## config.mk

```make
export PLATFORM = sky130hd
export DESIGN_NAME = hcs_power_ctrl
export DESIGN_NICKNAME = d
export VERILOG_FILES = /design/src/shared/hcs_pkg.sv /design/src/shared/hcs_wake_if.sv /design/src/logic/hcs_wake_timer.sv /design/src/logic/hcs_power_ctrl.sv
export SDC_FILE = /design/constraint.sdc
export NUM_CORES = 1
export LEC_CHECK = 0
export ABC_AREA = 1
export BUFFER_PORTS_ARGS = -buffer_cell sky130_fd_sc_hd__buf_2
export CAP_MARGIN = 20
export CORE_UTILIZATION = 51
export DETAILED_ROUTE_END_ITERATION = 7
export PLACE_DENSITY = 0.95
export SYNTH_ARGS = -nofsm -noshare
export SYNTH_HDL_FRONTEND = slang
export SYNTH_HIERARCHICAL = 1
export SYNTH_SLANG_ARGS = --single-unit
```

## constraint.sdc

```tcl
create_clock -name clk -period 2.8 [get_ports clk]
set_clock_uncertainty 0.15 [all_clocks]
set_input_delay 0.42 -clock clk [delete_from_list [all_inputs] [get_ports clk]]
set_output_delay 0.42 -clock clk [all_outputs]
set_load 0.02 [all_outputs]
```

## src/shared/hcs_pkg.sv

```systemverilog
`default_nettype none
package hcs_pkg;
  localparam int          PC_W          = 13;
  localparam int          CTRL_W        = 16;
  localparam int          PORT_W        = 4;
  localparam logic [12:0] PC_RESET      = 13'h0000;
  localparam logic [15:0] CTRL_INIT     = 16'h0000;
  localparam logic [15:0] SYSREG_INIT   = 16'h0000;
  localparam logic [3:0]  STOP_OPERAND  = 4'h0;
  localparam logic [3:0]  IO_DIR_INPUT  = 4'h0;
  localparam int          OSC_WAKE_NS   = 1000;
  localparam int          CLK_NS        = 25;
  localparam int          OSC_WAKE_CYC  = (OSC_WAKE_NS + CLK_NS - 1) / CLK_NS;

  typedef enum logic [1:0] {
    HCS_RUN  = 2'b00,
    HCS_HALT = 2'b01,
    HCS_STOP = 2'b10,
    HCS_WAKE = 2'b11
  } hcs_state_t;
endpackage
`default_nettype wire

```

## src/shared/hcs_wake_if.sv

```systemverilog
`timescale 1ns/1ps
`default_nettype none
interface hcs_wake_if;
  logic start;
  logic done;
  modport ctl (output start, input done);
  modport tmr (input start, output done);
endinterface
`default_nettype wire

```

## src/logic/hcs_wake_timer.sv

```systemverilog
`timescale 1ns/1ps
`default_nettype none
module hcs_wake_timer #(
  parameter int CYCLES = hcs_pkg::OSC_WAKE_CYC
) (
  input  wire logic clk,
  input  wire logic reset,
  hcs_wake_if.tmr   wk
);
  import hcs_pkg::*;

  localparam int CW = $clog2(CYCLES + 1);
  logic [CW-1:0] cnt_reg;

  // refuse a zero count at elaboration, done would never pulse
  if (CYCLES < 1) begin : g_bad_cycles
    $error("wake count must be at least one cycle");
  end

  // oscillator settling count after restart
  always_ff @(posedge clk) begin
    if (reset) begin
      cnt_reg <= '0;
      wk.done <= 1'b0;
    end else if (wk.start) begin
      cnt_reg <= CW'(CYCLES);
      wk.done <= 1'b0;
    end else if (cnt_reg != '0) begin
      cnt_reg <= cnt_reg - CW'(1);
      wk.done <= (cnt_reg == CW'(1));
    end else begin
      wk.done <= 1'b0;
    end
  end
endmodule
`default_nettype wire

```

## src/logic/hcs_power_ctrl.sv

```systemverilog
`timescale 1ns/1ps
`default_nettype none
// Overview of operation
// - halt stops instruction execution, pc held at halt instruction address
// - while halted peripherals keep running, only instruction stream stops
// - clock stop ceases all peripheral operation, oscillator is off
// - halt keeps control registers; stop instruction reloads their initial values at once
// - peripherals follow held settings in halt, initialized settings in stop
// - stop with chip enable high is a nop; low clears pc and freezes
// - chip enable rising ends clock stop: chip enable reset, oscillator restarts
module hcs_power_ctrl #(
  parameter int WAKE_CYCLES = hcs_pkg::OSC_WAKE_CYC
) (
  input  wire logic                       clk,
  input  wire logic                       reset,
  input  wire logic                       chip_en,
  input  wire logic                       halt_cmd,
  input  wire logic                       halt_release,
  input  wire logic                       stop_cmd,
  input  wire logic [3:0]                 stop_operand,
  input  wire logic                       pc_step,
  input  wire logic [hcs_pkg::PC_W-1:0]   pc_load_val,
  input  wire logic                       pc_load,
  input  wire logic                       ctrl_we,
  input  wire logic [hcs_pkg::CTRL_W-1:0] ctrl_wdata,
  input  wire logic                       sysreg_we,
  input  wire logic [hcs_pkg::CTRL_W-1:0] sysreg_wdata,
  input  wire logic [hcs_pkg::PORT_W-1:0] io_dir_wdata,
  input  wire logic                       io_dir_we,
  input  wire logic [hcs_pkg::PORT_W-1:0] out_port_wdata,
  input  wire logic                       out_port_we,
  output logic [hcs_pkg::PC_W-1:0]        pc,
  output logic                            cpu_run,
  output logic                            periph_run,
  output logic                            osc_en,
  output logic                            ce_reset,
  output logic                            halted,
  output logic                            stopped,
  output logic [hcs_pkg::CTRL_W-1:0]      ctrl_regs,
  output logic [hcs_pkg::CTRL_W-1:0]      sys_regs,
  output logic [hcs_pkg::PORT_W-1:0]      io_dir,
  output logic [hcs_pkg::PORT_W-1:0]      out_port
);
  import hcs_pkg::*;

  hcs_state_t state_reg;
  hcs_state_t state_next;
  logic       ce_prev_reg;
  logic       stop_take;
  logic       ce_rise;
  hcs_wake_if wk ();

  // pc and register updates only while instructions run, never in the halt cycle
  // one helper keeps that refusal identical for every register
  function automatic logic upd_open(input hcs_state_t st, input logic halt_req);
    upd_open = (st == HCS_RUN) && !halt_req;
  endfunction

  // refuse a zero settling count at elaboration
  if (WAKE_CYCLES < 1) begin : g_bad_wake
    $error("WAKE_CYCLES must be positive");
  end

  // settling counter; the core stays parked until it reports done
  hcs_wake_timer #(
    .CYCLES (WAKE_CYCLES)
  ) u_wake (
    .clk   (clk),
    .reset (reset),
    .wk    (wk)
  );

  // stop accepted only when running with chip enable low; high acts as nop
  // operand is not checked, software owns that encoding
  assign stop_take = (state_reg == HCS_RUN) && stop_cmd && !chip_en;
  assign ce_rise   = chip_en && !ce_prev_reg;
  assign wk.start  = (state_reg == HCS_STOP) && ce_rise;

  // chip enable edge detect; pin is taken as synchronous
  always_ff @(posedge clk) begin
    if (reset) begin
      ce_prev_reg <= 1'b0;
    end else begin
      ce_prev_reg <= chip_en;
    end
  end

  // mode sequencing
  // stop is tested before halt, so it wins when both arrive together
  always_comb begin
    state_next = state_reg;
    case (state_reg)
      HCS_RUN: begin
        if (stop_take) begin
          state_next = HCS_STOP;
        end else if (halt_cmd) begin
          state_next = HCS_HALT;
        end
      end
      HCS_HALT: begin
        if (halt_release) begin
          state_next = HCS_RUN;
        end
      end
      HCS_STOP: begin
        if (ce_rise) begin
          state_next = HCS_WAKE;
        end
      end
      HCS_WAKE: begin
        if (wk.done) begin
          state_next = HCS_RUN;
        end
      end
      default: state_next = HCS_RUN;
    endcase
  end

  always_ff @(posedge clk) begin
    if (reset) begin
      state_reg <= HCS_RUN;
    end else begin
      state_reg <= state_next;
    end
  end

  // instruction stream flags, registered from next state so they align with it
  always_ff @(posedge clk) begin
    if (reset) begin
      cpu_run <= 1'b1;
      halted  <= 1'b0;
    end else begin
      cpu_run <= (state_next == HCS_RUN);
      halted  <= (state_next == HCS_HALT);
    end
  end

  // clock and peripheral flags; wake keeps peripherals off until settled
  always_ff @(posedge clk) begin
    if (reset) begin
      periph_run <= 1'b1;
      osc_en     <= 1'b1;
      stopped    <= 1'b0;
    end else begin
      periph_run <= (state_next == HCS_RUN) || (state_next == HCS_HALT);
      osc_en     <= (state_next != HCS_STOP);
      stopped    <= (state_next == HCS_STOP);
    end
  end

  // one-cycle reset pulse toward the core on wake
  always_ff @(posedge clk) begin
    if (reset) begin
      ce_reset <= 1'b0;
    end else begin
      ce_reset <= wk.start;
    end
  end

  // program counter: frozen in halt, cleared by accepted stop
  always_ff @(posedge clk) begin
    if (reset) begin
      pc <= PC_RESET;
    end else if (stop_take) begin
      pc <= PC_RESET;
    end else if (upd_open(state_reg, halt_cmd)) begin
      if (pc_load) begin
        pc <= pc_load_val;
      end else if (pc_step) begin
        pc <= pc + PC_W'(1);
      end
    end
  end

  // peripheral control registers; halt leaves them alone
  always_ff @(posedge clk) begin
    if (reset) begin
      ctrl_regs <= CTRL_INIT;
    end else if (stop_take) begin
      ctrl_regs <= CTRL_INIT;
    end else if (ctrl_we && upd_open(state_reg, halt_cmd)) begin
      ctrl_regs <= ctrl_wdata;
    end
  end

  // system registers reinitialize on stop
  always_ff @(posedge clk) begin
    if (reset) begin
      sys_regs <= SYSREG_INIT;
    end else if (stop_take) begin
      sys_regs <= SYSREG_INIT;
    end else if (sysreg_we && upd_open(state_reg, halt_cmd)) begin
      sys_regs <= sysreg_wdata;
    end
  end

  // ports: bidirectional go input, output-only latches keep last value
  always_ff @(posedge clk) begin
    if (reset) begin
      io_dir <= IO_DIR_INPUT;
    end else if (stop_take) begin
      io_dir <= IO_DIR_INPUT;
    end else if (io_dir_we && upd_open(state_reg, halt_cmd)) begin
      io_dir <= io_dir_wdata;
    end
  end

  // no reset on stop: outputs must hold across clock stop
  always_ff @(posedge clk) begin
    if (reset) begin
      out_port <= '0;
    end else if (out_port_we && upd_open(state_reg, halt_cmd) && !stop_take) begin
      out_port <= out_port_wdata;
    end
  end

  // stop_operand is accepted as-is; a wrong value is undefined by design
  logic unused_ok;
  assign unused_ok = ^stop_operand;
endmodule
`default_nettype wire

```

==> reports/metrics.yaml <==
status: "completed"
syn-num-nets: 482
cts_max_path_buffers: 2
postSynthCellCount: 409
finalWeightedCongestion: 0.817
drv_cap: 0
grt_overflow: 0
hold_path_depth: 3
cts-root-buf: "clkbuf_8"
rows: 28
yosys.cell_types.count: 33
r2r_slack_ps: 1060
synth_compound_area_frac: 0.131
fill_cells: 515
n_antenna_cell: 0
antenna_left: 0
area_growth_pct: 25.3
dr_total_vias: 3099
drt_iter0_drc: 175
post_cts_resized: 0
place_ws_ps: 952
hold_viol_final: 0
fin_crit_ps: 1740
path_class: "reg2reg"
final_area_mm2: 0.00389
clock_sinks: 69
required_ps: 2880
cp.arrival_ps: 1820
final_layout_size_suffix_gt1_frac: 0.323
fin_crit_sh: 0.622
layout_setup_ws_ps: 1060
reg2reg_to: "sys_regs[2]$_SDFFE_PP0P_"
core_area_mm2: 0.00589
io_pins: 128
fin_total_pwr_mw: 2.55
p_sw_mw: 0.842
via_per_inst: 5.13
cts_tree: "yes"
initial_core_util: 0.527
postCtsSetupRepairBufs: 0
rsz0062_at_grt: "false"
p_per_area_mw_per_mm2: 656
hp-start: "out_port_wdata[0]"
grt_max_degree: 46
min_to: "out_port[0]$_SDFFE_PP0P_"
slew_headroom: 0.696
cts_hold_buffers: 0
fmax_mhz: 574
totalWireLength_mm: 7.37
reg2reg_from: "state_reg[1]$_SDFF_PP0_"
synth_top_family_by_area: "simple AND/OR/NAND/NOR gates"
final_core_util: 0.661
instances_no_fill: 604
synth_seq_cells: 69
firstDrtPassIters: 5
largest_registers: "ctrl_regs x16, sys_regs x16, pc x13"
grt_pass1_wl_mm: 11.2
dieWidth_um: 80.0
p_int_mw: 1.71
clk_pin_slew_worst_paths_ps: 80
power_frac_clock: 0.303
clk_latency_ps: 330
synth_xor_area_frac: 0.00564
cts_buffers: 9
synth-adder-area-share: 0.0161
nets: 598
muxShareOfSynthArea: 0
final-max-slew-violation-count: 0
p_comb_frac: 0.247
worstMarginPinSlew_ps: 455
yosys_warnings: 6
wire_per_inst_um: 12.2
grt_pass1_vias: 2663
dp.cells: 589
dp_hpwl_mm: 5.31
setup_viol: 0
drcViolationCount: 0
antenna_found_initial: 0
whs_ps: 165
fin_tns_setup_ps: 0
ff2ff_path_depth: 6
sw_frac_of_total: 0.330
synth_seq_area_share: 0.445
synthSimpleGateAreaFrac: 0.324
crit_fanout: 39
htree_levels: 3
placed_area_mm2: 0.00370
die_h_um: 80.0
portBuffers: 123
pwr-share-seq: 0.450
synth_area_mm2: 0.00310
dieArea_mm2: 0.00640
startpoint: "state_reg[1]$_SDFF_PP0_"
endpoint_kind: "register"
hold_class: "in2reg"
vdd_ir_drop_max_uv: 553
start_kind: "register"
grt_usage: 0.225
leakage_nw: 1.76
synth.avg_cell_area_um2: 7.59
[power groups by stage]
stage                     clock (mW)  combinational, mW  sequential, mW
after floorplan                    0              0.416            1.22
after global placement             0              0.603            1.16
after detailed placement           0              0.628            1.17
after CTS                      0.792              0.634            1.15
after global routing           0.841              0.692            1.16
final                          0.773              0.631            1.15
[synthesized netlist by cell type]
master | number | area share
nand4_1 | 6 | 0.012
inv_1 | 26 | 0.031
nor2_2 | 6 | 0.012
nor3_1 | 4 | 0.0064
nand2_2 | 2 | 0.0040
ha_1 | 4 | 0.016
a22oi_1 | 1 | 0.0024
nand3b_1 | 2 | 0.0048
clkbuf_2 | 1 | 0.0016
inv_4 | 1 | 0.0020
a22o_1 | 1 | 0.0028
o21ai_1 | 3 | 0.0048
buf_4 | 1 | 0.0024
nand2_4 | 2 | 0.0073
buf_2 | 10 | 0.016
o211ai_1 | 1 | 0.0024
nand2_1 | 89 | 0.11
clkbuf_1 | 2 | 0.0024
xnor2_1 | 1 | 0.0028
dfxtp_1 | 69 | 0.44
nand3_1 | 39 | 0.063
nor2_1 | 45 | 0.054
o21ai_0 | 16 | 0.026
xor2_1 | 1 | 0.0028
a21oi_1 | 49 | 0.079
a31oi_1 | 1 | 0.0020
nor2_4 | 3 | 0.011
buf_6 | 3 | 0.011
inv_2 | 2 | 0.0024
a21oi_2 | 4 | 0.011
nand3_4 | 1 | 0.0056
nand3_2 | 11 | 0.035
buf_8 | 2 | 0.0097
[cell type report]
cell class / count / area (um2) / area share
Clock buffer: 9 / 124 / 0.0319
Clock inverter: 6 / 65.1 / 0.0167
Inverter: 29 / 111 / 0.0286
Multi-Input combinational cell: 292 / 1480 / 0.380
Sequential cell: 69 / 1380 / 0.355
Tap cell: 75 / 93.8 / 0.0241
Timing Repair Buffer: 124 / 636 / 0.163
[cell usage in the layout, fill, tap and decap left out, types with 3 or more instances in the layout]
master	count
inv_1	26
nand2_1	89
o21ai_1	3
dfxtp_1	69
a21oi_2	4
nor2_2	6
ha_1	4
o21ai_0	16
nand3_1	39
nor3_1	4
buf_2	123
clkbuf_8	9
nor2_4	3
a21oi_1	49
nor2_1	45
nand3_2	11
nand4_1	6
[layer usage]
| metal | wire (um) | vias to the layer above | track usage | share of wire |
|---|---|---|---|---|
| met5 | 0 | - | 0 | 0 |
| met1 | 3130 | 1409 | 0.264 | 0.42 |
| met4 | 116 | 0 | 0.102 | 0.016 |
| met2 | 3700 | 102 | 0.385 | 0.50 |
| li1 | - | 1575 | - | - |
| met3 | 427 | 13 | 0.0560 | 0.058 |
[how the worst max path moves through the flow]
stage / endpoint / slack (ps) / depth (start not counted)
global placement: sys_regs[3]$_SDFFE_PP0P_ / 990 / 7
CTS: sys_regs[2]$_SDFFE_PP0P_ / 1070 / 6
detailed placement: sys_regs[2]$_SDFFE_PP0P_ / 950 / 7
finish: sys_regs[2]$_SDFFE_PP0P_ / 1060 / 6
floorplan: pc[10]$_SDFFE_PP0P_ / 1240 / 8
global route: sys_regs[4]$_SDFFE_PP0P_ / 940 / 6
[critical path, stage by stage, from the launching register on]
cell,delay [ps]
dfxtp_1,370
nor2_4,160
nand2_4,80
inv_4,330
nand2_2,310
nand2_1,150
a21oi_1,70
[cells by family (layout without fill, tap and decap cells)]
kind of cell / Yosys count / in the layout
xor+xnor: 2 / 2
simple gates: 210 / 210
buf+inv: 48 / 168
flops: 69 / 69
compound gates: 76 / 76
fa+ha+maj: 4 / 4
No activity file was read; power rests on OpenSTA's default activity.
